--- src/hdl/wit_pkg.sv ---
// constants shared by the watch and interval timer block
`default_nettype none
package wit_pkg;
  // ==========================================================
  // timing
  // ==========================================================
  localparam int unsigned CLK_PERIOD_NS = 25;
  localparam int unsigned MAIN_DIV_LOG2 = 7;
  localparam int unsigned PRE_W = 9;
  localparam int unsigned CNT_W = 5;
  localparam int unsigned IVL_MIN_LOG2 = 4;
  localparam int unsigned IVL_CODES = 6;
  localparam logic [2:0] IVL_CODE_MAX = 3'h5;

  // ==========================================================
  // register map (printed offset is an index, byte addr = 4x)
  // ==========================================================
  localparam int unsigned ADDR_W = 18;
  localparam logic [15:0] MODE_IDX = 16'hFF4A;
  localparam logic [15:0] STAT_IDX = 16'hFF4B;
  localparam logic [15:0] MASK_IDX = 16'hFF4C;

  // ==========================================================
  // mode register fields
  // ==========================================================
  localparam int unsigned MODE_SRC_BIT = 7;
  localparam int unsigned MODE_IVL_HI = 6;
  localparam int unsigned MODE_IVL_LO = 4;
  localparam int unsigned MODE_RUN_BIT = 1;
  localparam int unsigned MODE_EN_BIT = 0;
  localparam logic [7:0] MODE_WMASK = 8'hF3;
  localparam logic [7:0] MODE_RST = 8'h00;

  // ==========================================================
  // interrupt status / mask layout
  // ==========================================================
  localparam int unsigned IRQ_W = 2;
  localparam int unsigned ST_WATCH_BIT = 0;
  localparam int unsigned ST_IVL_BIT = 1;
  localparam logic [1:0] IRQ_RST = 2'h0;
endpackage : wit_pkg
`default_nettype wire

--- src/hdl/wit_tick_gen.sv ---
// tick clock source: main clock divided by 2^7 or subsystem clock edges
`default_nettype none
module wit_tick_gen #(
  parameter int unsigned DIV_LOG2 = wit_pkg::MAIN_DIV_LOG2
) (
  input wire logic ref_clk,
  input wire logic sys_rst,
  input wire logic src_sel,
  input wire logic sub_clk,
  output logic tick
);
  logic [DIV_LOG2-1:0] div_r;
  logic sub_d_r;
  wire div_wrap = &div_r;
  wire sub_rise = sub_clk & ~sub_d_r;

  // ==========================================================
  // divider and edge detect
  // ==========================================================
  // divider runs free so the main tick phase never depends on writes
  always_ff @(posedge ref_clk)
  begin
    if (sys_rst)
    begin
      div_r <= '0;
      sub_d_r <= 1'b0;
    end
    else
    begin
      div_r <= div_r + 1'b1;
      sub_d_r <= sub_clk;
    end
  end

  assign tick = src_sel ? sub_rise : div_wrap;
endmodule : wit_tick_gen
`default_nettype wire

--- src/hdl/wit_prescaler.sv ---
// 9-bit prescaler with selectable interval tap
`default_nettype none
module wit_prescaler #(
  parameter int unsigned PW = wit_pkg::PRE_W
) (
  input wire logic ref_clk,
  input wire logic sys_rst,
  input wire logic enable,
  input wire logic tick,
  input wire logic [2:0] ivl_code,
  output logic [PW-1:0] pre_val,
  output logic pre_ovf,
  output logic ivl_hit
);
  logic [PW-1:0] pre_r;
  logic [wit_pkg::IVL_CODES-1:0] tap_full;

  // ==========================================================
  // one tap per legal interval code
  // ==========================================================
  genvar g;
  generate
    for (g = 0; g < wit_pkg::IVL_CODES; g++)
    begin : g_tap
      assign tap_full[g] = &pre_r[wit_pkg::IVL_MIN_LOG2+g-1:0];
    end
  endgenerate

  wire code_ok = ivl_code <= wit_pkg::IVL_CODE_MAX;
  // prohibited codes give no interval event at all
  assign ivl_hit = enable & tick & code_ok & tap_full[ivl_code];
  assign pre_ovf = enable & tick & (&pre_r);
  assign pre_val = pre_r;

  always_ff @(posedge ref_clk)
  begin
    if (sys_rst || !enable)
      pre_r <= '0;
    else if (tick)
      pre_r <= pre_r + 1'b1;
  end
endmodule : wit_prescaler
`default_nettype wire

--- src/hdl/wit_top.sv ---
// watch timer with interval timer, apb register slave and interrupt
// Behaviour
// - watch and interval functions share one prescaler and run together.
// - the watch event fires every half second from a suitable tick clock.
// - mode bit 7 picks main clock / 2^7 when 0, subsystem clock when 1.
// - interval codes 0..5 give 2^4..2^9 tick periods, others are prohibited.
// - the interval event repeats at the chosen period while enabled.
// - mode bit 1 at 0 holds the 5-bit counter cleared, at 1 lets it count.
// - mode bit 0 at 0 disables and clears prescaler and counter.
// - watch counts when bits 0 and 1 are set; both clear stops and clears.
// - clearing only bit 1 restarts the watch count, prescaler kept running.
// - after enable the counter waits one prescaler cycle before counting.
// - reset loads the mode register with zero.
// - mode register takes bit and byte writes (here only byte writes, gated by pstrb[0]); bits 3 and 2 read zero.
//
// Our own choice: the APB interface to the registers.
`default_nettype none
module wit_top (
  input wire logic ref_clk,
  input wire logic sys_rst,
  input wire logic psel,
  input wire logic penable,
  input wire logic pwrite,
  input wire logic [wit_pkg::ADDR_W-1:0] paddr,
  input wire logic [31:0] pwdata,
  input wire logic [3:0] pstrb,
  output logic [31:0] prdata,
  output logic pready,
  output logic pslverr,
  input wire logic sub_clk,
  output logic half_second_irq,
  output logic interval_irq,
  output logic irq
);
  localparam int unsigned CW = wit_pkg::CNT_W;
  localparam int unsigned PW = wit_pkg::PRE_W;

  logic [7:0] watch_mode_reg_r;
  logic [7:0] mode_nxt;
  logic [CW-1:0] cnt_r;
  logic [CW-1:0] cnt_nxt;
  logic started_r;
  logic [wit_pkg::IRQ_W-1:0] stat_r;
  logic [wit_pkg::IRQ_W-1:0] stat_nxt;
  logic [wit_pkg::IRQ_W-1:0] mask_r;
  logic [wit_pkg::IRQ_W-1:0] mask_nxt;
  logic [31:0] prdata_nxt;
  logic pready_nxt;
  logic pslverr_nxt;
  logic half_second_irq_r;
  logic interval_irq_r;
  logic irq_r;
  logic tick;
  logic pre_ovf;
  logic ivl_hit;
  logic [PW-1:0] pre_val;

  // ==========================================================
  // apb decode
  // ==========================================================
  wire [wit_pkg::ADDR_W-1:0] mode_addr = {wit_pkg::MODE_IDX, 2'b00};
  wire [wit_pkg::ADDR_W-1:0] stat_addr = {wit_pkg::STAT_IDX, 2'b00};
  wire [wit_pkg::ADDR_W-1:0] mask_addr = {wit_pkg::MASK_IDX, 2'b00};
  wire hit_mode = paddr == mode_addr;
  wire hit_stat = paddr == stat_addr;
  wire hit_mask = paddr == mask_addr;
  wire hit_any = hit_mode | hit_stat | hit_mask;
  // one wait state: pready rises in the second access cycle
  wire acc = psel & penable;
  wire done = acc & pready;
  wire wr_ok = done & pwrite & hit_any & pstrb[0];
  wire wr_mode = wr_ok & hit_mode;
  wire wr_stat = wr_ok & hit_stat;
  wire wr_mask = wr_ok & hit_mask;

  // ==========================================================
  // mode register
  // ==========================================================
  wire en = watch_mode_reg_r[wit_pkg::MODE_EN_BIT];
  wire run = watch_mode_reg_r[wit_pkg::MODE_RUN_BIT];
  wire src = watch_mode_reg_r[wit_pkg::MODE_SRC_BIT];
  wire [2:0] ivl_code =
    watch_mode_reg_r[wit_pkg::MODE_IVL_HI:wit_pkg::MODE_IVL_LO];

  // reserved bits 3:2 are forced to zero on every write
  assign mode_nxt = wr_mode ? (pwdata[7:0] & wit_pkg::MODE_WMASK)
                            : watch_mode_reg_r;

  // ==========================================================
  // tick source and prescaler
  // ==========================================================
  wit_tick_gen #(
    .DIV_LOG2(wit_pkg::MAIN_DIV_LOG2)
  ) u_tick (
    .ref_clk(ref_clk),
    .sys_rst(sys_rst),
    .src_sel(src),
    .sub_clk(sub_clk),
    .tick(tick)
  );

  wit_prescaler #(
    .PW(PW)
  ) u_pre (
    .ref_clk(ref_clk),
    .sys_rst(sys_rst),
    .enable(en),
    .tick(tick),
    .ivl_code(ivl_code),
    .pre_val(pre_val),
    .pre_ovf(pre_ovf),
    .ivl_hit(ivl_hit)
  );

  // ==========================================================
  // 5-bit watch counter
  // ==========================================================
  // the first prescaler wrap after enable only arms the counter, so the
  // first watch event comes one prescaler cycle late
  wire cnt_step = en & run & started_r & pre_ovf;
  wire watch_evt = cnt_step & (&cnt_r);
  assign cnt_nxt = (!en || !run) ? '0 :
                   cnt_step ? cnt_r + 1'b1 : cnt_r;

  // ==========================================================
  // interrupt status and mask
  // ==========================================================
  wire [wit_pkg::IRQ_W-1:0] evt = {ivl_hit, watch_evt};
  // set wins over a write-one-to-clear in the same cycle
  assign stat_nxt = (stat_r & ~(wr_stat ? pwdata[wit_pkg::IRQ_W-1:0]
                                        : '0)) | evt;
  assign mask_nxt = wr_mask ? pwdata[wit_pkg::IRQ_W-1:0] : mask_r;

  // ==========================================================
  // read path and bus answer
  // ==========================================================
  wire [31:0] rd_mux = hit_mode ? {24'h000000, watch_mode_reg_r} :
                       hit_stat ? {30'h00000000, stat_r} :
                       hit_mask ? {30'h00000000, mask_r} : 32'h00000000;
  assign pready_nxt = acc & ~pready;
  assign pslverr_nxt = acc & ~pready & ~hit_any;
  assign prdata_nxt = (acc & ~pready & ~pwrite) ? rd_mux : 32'h00000000;

  // ==========================================================
  // state
  // ==========================================================
  always_ff @(posedge ref_clk)
  begin
    if (sys_rst)
    begin
      watch_mode_reg_r <= wit_pkg::MODE_RST;
      cnt_r <= '0;
      started_r <= 1'b0;
      stat_r <= wit_pkg::IRQ_RST;
      mask_r <= wit_pkg::IRQ_RST;
      prdata <= 32'h00000000;
      pready <= 1'b0;
      pslverr <= 1'b0;
      half_second_irq_r <= 1'b0;
      interval_irq_r <= 1'b0;
      irq_r <= 1'b0;
    end
    else
    begin
      watch_mode_reg_r <= mode_nxt;
      cnt_r <= cnt_nxt;
      // arming survives a bit-1 clear so the restart is from zero only
      started_r <= en & (started_r | pre_ovf);
      stat_r <= stat_nxt;
      mask_r <= mask_nxt;
      prdata <= prdata_nxt;
      pready <= pready_nxt;
      pslverr <= pslverr_nxt;
      half_second_irq_r <= watch_evt;
      interval_irq_r <= ivl_hit;
      irq_r <= |(stat_nxt & mask_nxt);
    end
  end

  assign half_second_irq = half_second_irq_r;
  assign interval_irq = interval_irq_r;
  assign irq = irq_r;
endmodule : wit_top
`default_nettype wire

--- config.mk ---
export PLATFORM = sky130hd
export DESIGN_NAME = wit_top
export DESIGN_NICKNAME = d
export VERILOG_FILES = /design/src/hdl/wit_pkg.sv /design/src/hdl/wit_tick_gen.sv /design/src/hdl/wit_prescaler.sv /design/src/hdl/wit_top.sv
export SDC_FILE = /design/constraint.sdc
export NUM_CORES = 1
export LEC_CHECK = 0
export ABC_AREA = 1
export BUFFER_PORTS_ARGS = -buffer_cell sky130_fd_sc_hd__buf_2
export CORE_UTILIZATION = 43
export CTS_CLUSTER_SIZE = 25
export DETAILED_ROUTE_END_ITERATION = 10
export PLACE_DENSITY_LB_ADDON = 0.2
export SLEW_MARGIN = 20
export SYNTH_ARGS = -nofsm -noshare
export SYNTH_HDL_FRONTEND = slang
export SYNTH_SLANG_ARGS = --single-unit
export TNS_END_PERCENT = 20
--- constraint.sdc ---
create_clock -name ref_clk -period 1.8 [get_ports ref_clk]
set_clock_uncertainty 0.2 [all_clocks]
set_input_delay 0.09 -clock ref_clk [delete_from_list [all_inputs] [get_ports ref_clk]]
set_output_delay 0.09 -clock ref_clk [all_outputs]
set_load 0.01 [all_outputs]
==> results of run 1 <==
[through the flow]
step | instance area, um2 | total power [uW] | hold slack [ps] | utilization, % | setup WS (ps)
CTS | 2907 | 1781 | 71.90 | 55.84 | -2.281
global route | 2945 | 1837 | 105.1 | 56.59 | -99.60
global placement | 2641 | 1126 | 113.8 | 50.75 | -65.47
detailed placement | 2641 | 1127 | 118.9 | 50.75 | -98.60
finish | 2945 | 1762 | 77.47 | 56.59 | 5.791
floorplan | 2457 | 1121 | -3.033 | - | 39.55
[layout by cell type, fill, tap and decap left out, types with 2 or more instances in the layout]
cell / count
sky130_fd_sc_hd__inv_1: 43
sky130_fd_sc_hd__dfxtp_1: 38
sky130_fd_sc_hd__dlygate4sd3_1: 11
sky130_fd_sc_hd__buf_4: 19
sky130_fd_sc_hd__nand2_4: 2
sky130_fd_sc_hd__conb_1: 26
sky130_fd_sc_hd__o21ai_1: 11
sky130_fd_sc_hd__nand2_2: 10
sky130_fd_sc_hd__ha_1: 3
sky130_fd_sc_hd__nor2_1: 43
sky130_fd_sc_hd__nand2_1: 31
sky130_fd_sc_hd__ha_4: 2
sky130_fd_sc_hd__inv_2: 5
sky130_fd_sc_hd__nor2_4: 6
sky130_fd_sc_hd__buf_2: 41
sky130_fd_sc_hd__nand3_2: 2
sky130_fd_sc_hd__nand3_4: 4
sky130_fd_sc_hd__clkbuf_8: 6
sky130_fd_sc_hd__nand4_1: 7
sky130_fd_sc_hd__nand3_1: 11
sky130_fd_sc_hd__dfxtp_2: 6
sky130_fd_sc_hd__o21ai_0: 15
sky130_fd_sc_hd__nor3_1: 9
sky130_fd_sc_hd__nor2_2: 6
sky130_fd_sc_hd__and3_1: 2
sky130_fd_sc_hd__a21oi_1: 17
[flip-flops by register name (all words and copies together), names as in the netlist, 2 cells and up]
signal and flops:
u_pre.pre_val 9, u_tick.div_r 7, prdata 6, watch_mode_reg_r 6
cnt_r 5, mask_r 2, stat_r 2
[cells by family (layout without fill, tap and decap cells)]
logic type	count (synthesis)	after routing
other	1	26
flip-flops	44	44
adder cells (fa/ha/maj)	6	6
AND/OR/NAND/NOR	138	138
AO/OA/AOI/OAI	48	48
buffers and inverters	78	128
[repair_timing]
action                                  in CTS  in global routing
gates resized for setup                     15                 11
hold buffers                                11                  0
setup buffers                                3                  1
pin swaps                                    3                  3
endpoints found under the setup margin       9                 13
hold endpoints to repair                    21                  0
[synthesized netlist by cell type, types with 2 or more instances]
| cell | count | area [um2] |
|---|---|---|
| sky130_fd_sc_hd__inv_2 | 3 | 11.26 |
| sky130_fd_sc_hd__a21oi_1 | 17 | 85.08 |
| sky130_fd_sc_hd__nand2_1 | 33 | 123.9 |
| sky130_fd_sc_hd__o21ai_1 | 7 | 35.03 |
| sky130_fd_sc_hd__nand3_1 | 12 | 60.06 |
| sky130_fd_sc_hd__buf_4 | 27 | 202.7 |
| sky130_fd_sc_hd__nand3_4 | 3 | 52.55 |
| sky130_fd_sc_hd__nor3_1 | 9 | 45.04 |
| sky130_fd_sc_hd__inv_1 | 45 | 168.9 |
| sky130_fd_sc_hd__nand2_4 | 2 | 22.52 |
| sky130_fd_sc_hd__o21ai_0 | 20 | 100.1 |
| sky130_fd_sc_hd__nor2_1 | 44 | 165.2 |
| sky130_fd_sc_hd__ha_1 | 6 | 75.07 |
| sky130_fd_sc_hd__nor2_4 | 5 | 56.30 |
| sky130_fd_sc_hd__nand2_2 | 8 | 50.05 |
| sky130_fd_sc_hd__and3_1 | 2 | 12.51 |
| sky130_fd_sc_hd__nor2_2 | 6 | 37.54 |
| sky130_fd_sc_hd__nand3_2 | 2 | 20.02 |
| sky130_fd_sc_hd__dfxtp_1 | 44 | 880.8 |
| sky130_fd_sc_hd__nand4_1 | 7 | 43.79 |
[critical path, cell delays in order, from the launching register on]
cell,delay [ps]
sky130_fd_sc_hd__dfxtp_2,340
sky130_fd_sc_hd__ha_4,160
sky130_fd_sc_hd__nand3_4,100
sky130_fd_sc_hd__nor2_4,50
sky130_fd_sc_hd__buf_4,120
sky130_fd_sc_hd__buf_4,120
sky130_fd_sc_hd__buf_4,120
sky130_fd_sc_hd__o21ai_1,100
sky130_fd_sc_hd__nand2_1,60
sky130_fd_sc_hd__nand4_1,110
sky130_fd_sc_hd__nand2_1,90
sky130_fd_sc_hd__nand3_1,80
sky130_fd_sc_hd__nand2_1,50
[area by class of cell]
type | count | area share, %
Tap cell | 70 | 2.974
Sequential cell | 44 | 30.16
Inverter | 49 | 6.415
Clock inverter | 1 | 0.2549
Multi-Input combinational cell | 218 | 41.72
Clock buffer | 7 | 2.931
Timing Repair Buffer | 71 | 15.55
[power groups by stage]
stage | registers, uW | logic, uW | clock network [uW]
floorplan | 1010 | 113 | 0
global placement | 1010 | 118 | 0
detailed placement | 1010 | 119 | 0
CTS | 985 | 138 | 658
global route | 987 | 157 | 692
finish | 986 | 139 | 636
[layer usage]
layer / vias up / share of wire (%)
met5: - / 0
met4: 0 / 1.3
met3: 6 / 4.1
met2: 47 / 49
met1: 927 / 46
li1: 1100 / -
[path summary, 6_finish.rpt]
check                          to  cells after the start
setup / recovery              irq                     12
hold / removal            pslverr                      5
setup reg to reg              irq                     12
hold reg to reg   u_tick.div_r[0]                      1
==> impl_summary.log, run 1 <==
[metrics] status: finished, final reports clean
[metrics] Synth async-reset ratio: 0%
[metrics] synth warn: 0
[metrics] number of storage elements in the synthesis netlist: 44
[metrics] Setup crit start kind: register
[metrics] die height: 76.14 um
[metrics] post-synthesis share of cell area spent on xor and xnor gates: 0%
[metrics] effective utilization at floorplan: 45.41%
[metrics] count of flip-flops with a built-in enable after synthesis: 0
[metrics] most instantiated flip-flop cell in the synthesis netlist: sky130_fd_sc_hd__dfxtp_1
[metrics] count of input and output buffers: 41
[metrics] unrepaired setup endpoints after global routing: true
[metrics] fraction of layout cells with a size suffix above 1: 30.00%
[metrics] first-pass GRT wire length: 7941 um
[metrics] combinational group share of total power: 7.9%
[metrics] final period demand of the worst path: 1794 ps
[metrics] via count: 2080
[metrics] NetSw: 409.6 uW
[metrics] area added between synthesis and finish: 24.62%
[metrics] source-to-sink clock delay at the later pin of the worst-skew pair: 300 ps
[metrics] area of the mapped netlist: 2364 um2
[metrics] element type at the critical path end: register
[metrics] startpoint of the most critical hold path: paddr[6]
[metrics] Leakage: 0.001391 uW
[metrics] first-pass detailed-route iteration total: 4
[metrics] cell-internal power: 1352 uW
[metrics] ratio of routed vias to standard cells: 4.522
[metrics] final setup violation count: 0
[metrics] number of global-route vias before repair: 1883
[metrics] Num CTS Buffers: 5
[metrics] final antenna diode count: 0
[metrics] Final Instance Count excl. Fillers: 460
[metrics] Power per Cell Area: 598.2 nW/um2
[metrics] CTS HTree Levels: 2
[metrics] # DRC: 0
[metrics] clock tree from TritonCTS: yes
[metrics] number of pins with negative max-slew slack in the final report: 0
[metrics] arrival time of data at the critical path endpoint: 1790 ps
[metrics] Total Die Area: 5797 um2
[metrics] initial antenna violation count: 0
[metrics] total gr overflow: 0
[metrics] layer with the highest usage: met2
[metrics] Flop pwr share: 56.0%
[metrics] Floorplan Core Area: 5205 um2
[metrics] pin count of the biggest net entering global routing: 14
[metrics] number of filler instances in the final layout: 512
[metrics] clock buffer depth: 2
[metrics] dominant combinational cell family by area after synthesis: simple AND/OR/NAND/NOR gates
[metrics] area fraction in and, or, nand and nor cells after synthesis: 31.45%
[metrics] GR met3 Demand/Resource: 3.832%
[metrics] global placement routability congestion: 0.7892
[metrics] final period utilization: 99.68%
[metrics] Row Count: 26
[metrics] share of synthesized area spent on multiplexers: 0%
[metrics] clock input transition at the sequential cells of the worst setup and hold paths: 80 ps
[metrics] number of unique standard cell types used by synthesis: 33
[metrics] wire per inst: 9.780 um
[metrics] Post-Synth Adder-Cell Area: 3.176%
[metrics] DP HPWL: 3353 um
[metrics] VDD IR-drop max: 415.6 uV
[metrics] max capacitance violation total: 0
[metrics] highest clock frequency the design can meet: 557.3 MHz
[metrics] Die Span X: 76.14 um
[metrics] Max Fanout on Critical Path: 3
[metrics] switching share of power: 23.25%
[metrics] worst-case register-to-register setup slack: 6 ps
[metrics] number of top-level pins: 97
[metrics] Cells after Synth: 315
[metrics] share of total power in the clock network: 36.1%
[metrics] Reg area: 888.4 um2
[metrics] post-synthesis sequential area ratio: 37.27%
[metrics] Total Neg Setup Slack: 0 ps
[metrics] launch instance of the worst register-to-register path: u_pre.pre_val[0]
[metrics] final-report hold violation count: 0
[metrics] number of clock sinks: 44
[metrics] number of antenna-violating nets in the routed design: 0
[metrics] Total Routing Usage GR: 16.61%
[metrics] Data required, critical path: 1800 ps
[metrics] complex-gate fraction of the synthesized area: 10.59%
[metrics] global-route track usage on met1: 19.20%
[metrics] first-iteration detailed-routing DRC count: 49
[metrics] root buffer cell: sky130_fd_sc_hd__clkbuf_8
[metrics] multi-input combinational cell area: 1229 um2
[metrics] Post-Place Cells: 437
[metrics] total wire length after detailed routing: 4499 um
[metrics] worst setup path class: register to register
[metrics] met2 global-route usage: 30.18%
[metrics] type of the most critical hold path: input port to register
[metrics] Post-Syn Area per Cell: 7.503 um2
[metrics] critical path launch point: u_pre.pre_val[0]
[metrics] count of nets after finishing: 455
Power figures use the tool's default switching activity.
==> run 2, diff against run 1 <==
- RECOVER_POWER: unset -> 50
==> run 2 against run 1 <==
Against the previous run: via count about the same; non-clock buffer count unchanged; maximum frequency about the same; clock-buffer cell count unchanged; setup slack about the same; flip-flop and latch count unchanged; final cell count unchanged; combinational power about the same; critical path type unchanged; largest cell class unchanged; largest power group unchanged.
==> impl_summary.log, run 2 (synthesized netlist as in run 1, its figures left out) <==
[metrics] Reg area: 887.1 um2
[metrics] area added between synthesis and finish: 23.19%
[metrics] element type at the critical path end: register
[metrics] final worst-path setup slack: 5.487 ps
[metrics] Max Fanout on Critical Path: 3
[metrics] final period utilization: 99.70%
[metrics] Data required, critical path: 1790 ps
[metrics] final setup violation count: 0
[metrics] Final Util: 55.94%
[metrics] Total Die Area: 5797 um2
[metrics] total gr overflow: 0
[metrics] initial antenna violation count: 0
[metrics] final antenna diode count: 0
[metrics] highest clock frequency the design can meet: 557.3 MHz
[metrics] number of top-level pins: 97
[metrics] clock buffer depth: 2
[metrics] worst-case setup slack after placement: -98.60 ps
[metrics] Total Routing Usage GR: 16.61%
[metrics] count of input and output buffers: 41
[metrics] Power per Cell Area: 604.1 nW/um2
[metrics] status: finished, final reports clean
[metrics] number of antenna-violating nets in the routed design: 0
[metrics] clock tree from TritonCTS: yes
[metrics] wire per inst: 9.815 um
[metrics] clock input transition at the sequential cells of the worst setup and hold paths: 80 ps
[metrics] multi-input combinational cell area: 1214 um2
[metrics] max reg flops: 9
[metrics] Post-Place Cells: 437
[metrics] Die Span X: 76.14 um
[metrics] Row Count: 26
[metrics] count of nets after finishing: 455
[metrics] effective utilization at floorplan: 45.41%
[metrics] DP HPWL: 3353 um
[metrics] arrival time of data at the critical path endpoint: 1790 ps
[metrics] fraction of layout cells with a size suffix above 1: 26.15%
[metrics] max capacitance violation total: 0
[metrics] die height: 76.14 um
[metrics] first-iteration detailed-routing DRC count: 52
[metrics] final-report hold violation count: 0
[metrics] number of clock sinks: 44
[metrics] via count: 2079
[metrics] number of global-route vias before repair: 1883
[metrics] number of pins with negative max-slew slack in the final report: 0
[metrics] number of filler instances in the final layout: 522
[metrics] Leakage: 0.001342 uW
[metrics] first-pass GRT wire length: 7941 um
[metrics] source-to-sink clock delay at the later pin of the worst-skew pair: 300 ps
[metrics] CTS HTree Levels: 2
[metrics] VDD IR-drop max: 415.1 uV
[metrics] ratio of routed vias to standard cells: 4.520
[metrics] top library cells by usage in the layout, fill and taps aside: sky130_fd_sc_hd__inv_1, sky130_fd_sc_hd__nor2_1, sky130_fd_sc_hd__dfxtp_1
[metrics] first-pass detailed-route iteration total: 4
[metrics] global placement routability congestion: 0.7892
[metrics] Floorplan Core Area: 5205 um2
[metrics] # DRC: 0
[metrics] total wire length after detailed routing: 4515 um
[metrics] Setup crit start kind: register
[metrics] type of the most critical hold path: input port to register
[metrics] worst setup path class: register to register
[metrics] worst-case hold slack: 78.08 ps
[metrics] pin count of the biggest net entering global routing: 14
[metrics] root buffer cell: sky130_fd_sc_hd__clkbuf_8
[metrics] final period demand of the worst path: 1795 ps
[metrics] unrepaired setup endpoints after global routing: true
[metrics] Num CTS Buffers: 5
[metrics] Final Instance Count excl. Fillers: 460
-- run 2: changes by cell type in the layout (fill, tap and decap cells not counted) --
| cell | before | now |
|---|---|---|
| sky130_fd_sc_hd__clkbuf_1 | 1 | 13 |
| sky130_fd_sc_hd__nand3_1 | 11 | 12 |
| sky130_fd_sc_hd__ha_2 | 1 | 0 |
| sky130_fd_sc_hd__dfxtp_2 | 6 | 5 |
| sky130_fd_sc_hd__ha_1 | 3 | 4 |
| sky130_fd_sc_hd__dfxtp_1 | 38 | 39 |
| sky130_fd_sc_hd__buf_4 | 19 | 18 |
| sky130_fd_sc_hd__nand3_4 | 4 | 3 |
| sky130_fd_sc_hd__buf_2 | 41 | 30 |
-- run 2: worst paths after layout --
kind                                       start               to  slack (ps)  cells past startpoint
worst min-delay path                    paddr[6]          pslverr          80                      5
worst max-delay path            u_pre.pre_val[0]              irq           5                     12
worst min register to register   u_tick.div_r[0]  u_tick.div_r[0]         250                      1
worst max register to register  u_pre.pre_val[0]              irq           5                     12
-- run 2: critical path, cell delays in order (launching register included) --
cell	delay (ps)
sky130_fd_sc_hd__dfxtp_2	340
sky130_fd_sc_hd__ha_4	160
sky130_fd_sc_hd__nand3_4	100
sky130_fd_sc_hd__nor2_4	50
sky130_fd_sc_hd__buf_4	120
sky130_fd_sc_hd__buf_4	120
sky130_fd_sc_hd__buf_4	120
sky130_fd_sc_hd__o21ai_1	100
sky130_fd_sc_hd__nand2_1	60
sky130_fd_sc_hd__nand4_1	110
sky130_fd_sc_hd__nand2_1	90
sky130_fd_sc_hd__nand3_1	80
sky130_fd_sc_hd__nand2_1	50
-- run 2: area by class of cell --
type,instances,area share (%)
clock buffer,7,2.965
clock inverter,1,0.2578
inverter,49,6.489
multi-input combinational,218,41.68
sequential,44,30.47
tap,70,3.008
timing repair buffer,71,15.13
-- run 2: stage by stage --
stage               cell area (um2)  setup TNS [ps]  power (uW)
floorplan                      2457               0        1121
global placement               2641          -230.1        1126
detailed placement             2641          -523.5        1127
CTS                            2907          -2.281        1781
global route                   2912          -346.3        1835
finish                         2912               0        1759
-- run 2: what timing repair did --
action,in CTS,in global routing
pin swaps,3,3
setup buffers,3,1
resized for setup,15,11
hold buffers,11,0
endpoints found under the hold margin,21,0
endpoints found under the setup margin,9,13
-- run 2: routing by layer --
metal / vias to the layer above / part of all wire (%) / GRT usage, %
met5: - / 0 / 0
met4: 0 / 1.3 / 5.192
met3: 6 / 4.5 / 3.832
met2: 49 / 49 / 30.18
met1: 923 / 46 / 19.20
li1: 1101 / - / -
-- run 2: where the power goes --
group	internal [uW]	leakage (uW)	total, uW	switching (uW)
sequential	981	0.000358	985	4.68
combinational	57.5	0.000939	138	80.2
clock	312	0.0000445	636	324
total	1350	0.00134	1760	409
==> run 3, diff against run 2 <==
- CORE_MARGIN: unset -> 1
- PLACE_DENSITY: unset -> 0.75
- PLACE_DENSITY_LB_ADDON: 0.2 -> unset
- REMOVE_ABC_BUFFERS: unset -> 1
==> run 3 against run 2 <==
Against the previous run: the run now ends with negative setup slack left; worst hold slack got worse by 0.55 ps; die area is the same; critical path depth did not move; final cell count up 0.43%; register-to-register slack worse by 50 ps; flip-flop and latch count unchanged; highest routed layer unchanged; total power is 0.34% higher; maximum frequency is 2.8% lower; via count rose by 2.8%; combinational power hardly changed.
==> impl_summary.log, run 3 (synthesized netlist as in run 1, its figures left out) <==
[metrics] top library cells by usage in the layout, fill and taps aside: sky130_fd_sc_hd__nor2_1, sky130_fd_sc_hd__inv_1, sky130_fd_sc_hd__dfxtp_1
[metrics] source-to-sink clock delay at the later pin of the worst-skew pair: 300 ps
[metrics] wire per inst: 10.16 um
[metrics] initial antenna violation count: 0
[metrics] unrepaired setup endpoints after global routing: true
[metrics] max reg flops: 9
[metrics] total wire length after detailed routing: 4695 um
[metrics] root buffer cell: sky130_fd_sc_hd__clkbuf_8
[metrics] DP Area: 2619 um2
[metrics] Data required, critical path: 1790 ps
[metrics] number of global-route vias before repair: 2026
[metrics] Total Die Area: 5797 um2
[metrics] Setup crit start kind: register
[metrics] Power per Cell Area: 598.9 nW/um2
[metrics] element type at the critical path end: register
[metrics] fraction of layout cells with a size suffix above 1: 26.53%
[metrics] Row Count: 26
[metrics] Max Fanout on Critical Path: 3
[metrics] number of top-level pins: 97
[metrics] leading cell type in the layout, fill and taps excluded: sky130_fd_sc_hd__nor2_1
[metrics] Total Routing Usage GR: 16.52%
[metrics] critical path buffer and inverter count: 3
[metrics] clock input transition at the sequential cells of the worst setup and hold paths: 80 ps
[metrics] worst-case hold slack: 77.53 ps
[metrics] Num CTS Buffers: 5
[metrics] first-pass detailed-route iteration total: 4
[metrics] count of input and output buffers: 41
[metrics] largest delay contributor family on the critical path: simple AND/OR/NAND/NOR gates
[metrics] failing checks: negative setup slack
[metrics] # DRC: 0
[metrics] Floorplan Core Area: 5205 um2
[metrics] first-pass GRT wire length: 8045 um
[metrics] type of the most critical hold path: input port to register
[metrics] worst setup path class: register to register
[metrics] effective utilization at floorplan: 45.41%
[metrics] final antenna diode count: 0
[metrics] Final Util: 56.61%
[metrics] Leakage: 0.001342 uW
[metrics] first-iteration detailed-routing DRC count: 103
[metrics] final worst-path setup slack: -45.98 ps
[metrics] highest clock frequency the design can meet: 541.7 MHz
[metrics] clock buffer depth: 2
[metrics] arrival time of data at the critical path endpoint: 1840 ps
[metrics] status: finished with violations
[metrics] cell area after layout: 2947 um2
[metrics] slowest library cell on the worst path: sky130_fd_sc_hd__dfxtp_2
[metrics] number of clock sinks: 44
[metrics] final period utilization: 102.6%
[metrics] final-report hold violation count: 0
[metrics] max capacitance violation total: 0
[metrics] pin count of the biggest net entering global routing: 16
[metrics] count of nets after finishing: 457
[metrics] via count: 2137
[metrics] die height: 76.14 um
[metrics] number of pins with negative max-slew slack in the final report: 0
[metrics] sequence of cells on the critical path: ha_4, nand3_4, nor2_4, buf_4, buf_4, buf_4, o21ai_2, nand2_1, nand4_1, nand2_1, nand3_1, nand2_1
[metrics] total gr overflow: 0
[metrics] CTS HTree Levels: 2
[metrics] global placement routability congestion: 0.7639
[metrics] final period demand of the worst path: 1846 ps
[metrics] final setup violation count: 1
[metrics] ratio of routed vias to standard cells: 4.626
[metrics] DP HPWL: 3360 um
[metrics] VDD IR-drop max: 506.9 uV
[metrics] clock tree from TritonCTS: yes
[metrics] area added between synthesis and finish: 24.67%
[metrics] Die Span X: 76.14 um
[metrics] number of antenna-violating nets in the routed design: 0
[metrics] biggest cell delay along the critical path: 350 ps
run 3: cell types whose count changed in the layout (fill, tap and decap cells not counted), sizes merged:
cell         change
dlygate4sd3      +1
clkbuf           +1
nand3            +1
buf              -1
run 3: worst register-to-register path: cells and delay by family (launching register included):
family / cells / cell delay [ps]
flops: 1 / 350
simple gates: 7 / 560
fa+ha+maj: 1 / 170
buf+inv: 3 / 360
compound gates: 1 / 100
run 3: layout make-up:
| type | instances | area [um2] |
|---|---|---|
| inverter | 49 | 191.4 |
| multi-input combinational | 219 | 1237 |
| clock inverter | 1 | 7.507 |
| clock buffer | 7 | 86.33 |
| timing repair buffer | 72 | 449.2 |
| tap | 70 | 87.58 |
| sequential | 44 | 887.1 |
| fill | 489 | 2258 |
run 3: path summary, 6_finish.rpt:
check,start,endpoint,slack (ps),cells after the start
worst min register to register,u_tick.div_r[0],u_tick.div_r[0],260,1
worst max register to register,u_pre.pre_val[1],irq,-50,12
worst max-delay path,u_pre.pre_val[1],irq,-50,12
worst min-delay path,paddr[9],prdata[0],80,6
run 3: what timing repair did:
item,in CTS,in global routing
setup buffers,4,3
cloned,0,1
hold buffers,12,0
endpoints found under the setup margin,10,12
pin swaps,3,3
resized for setup,14,9
endpoints found under the hold margin,23,0
run 3: layer usage:
metal | global-route usage, % | up-vias | wire length (um)
met4 | 3.462 | 0 | 40
met3 | 4.192 | 5 | 175
li1 | - | 1111 | -
met1 | 17.99 | 981 | 2060
met5 | 0 | - | 0
met2 | 31.91 | 40 | 2420
run 3: metrics by stage:
step                      std cells  power, uW  TNS, ps  setup WS (ps)
final                           462       1765   -45.98         -45.98
after global routing            462       1831   -786.6         -159.5
after CTS                       458       1776   -28.24         -28.24
after detailed placement        434       1125   -775.6         -139.5
after global placement          434       1123   -302.4         -95.34
after floorplan                 311       1074        0          39.35
run 3: power breakdown:
part / switching, uW / internal, uW / total [uW]
clock: 330 / 312 / 642
combinational: 79.6 / 58.0 / 138
sequential: 4.63 / 981 / 985
total: 414 / 1350 / 1760
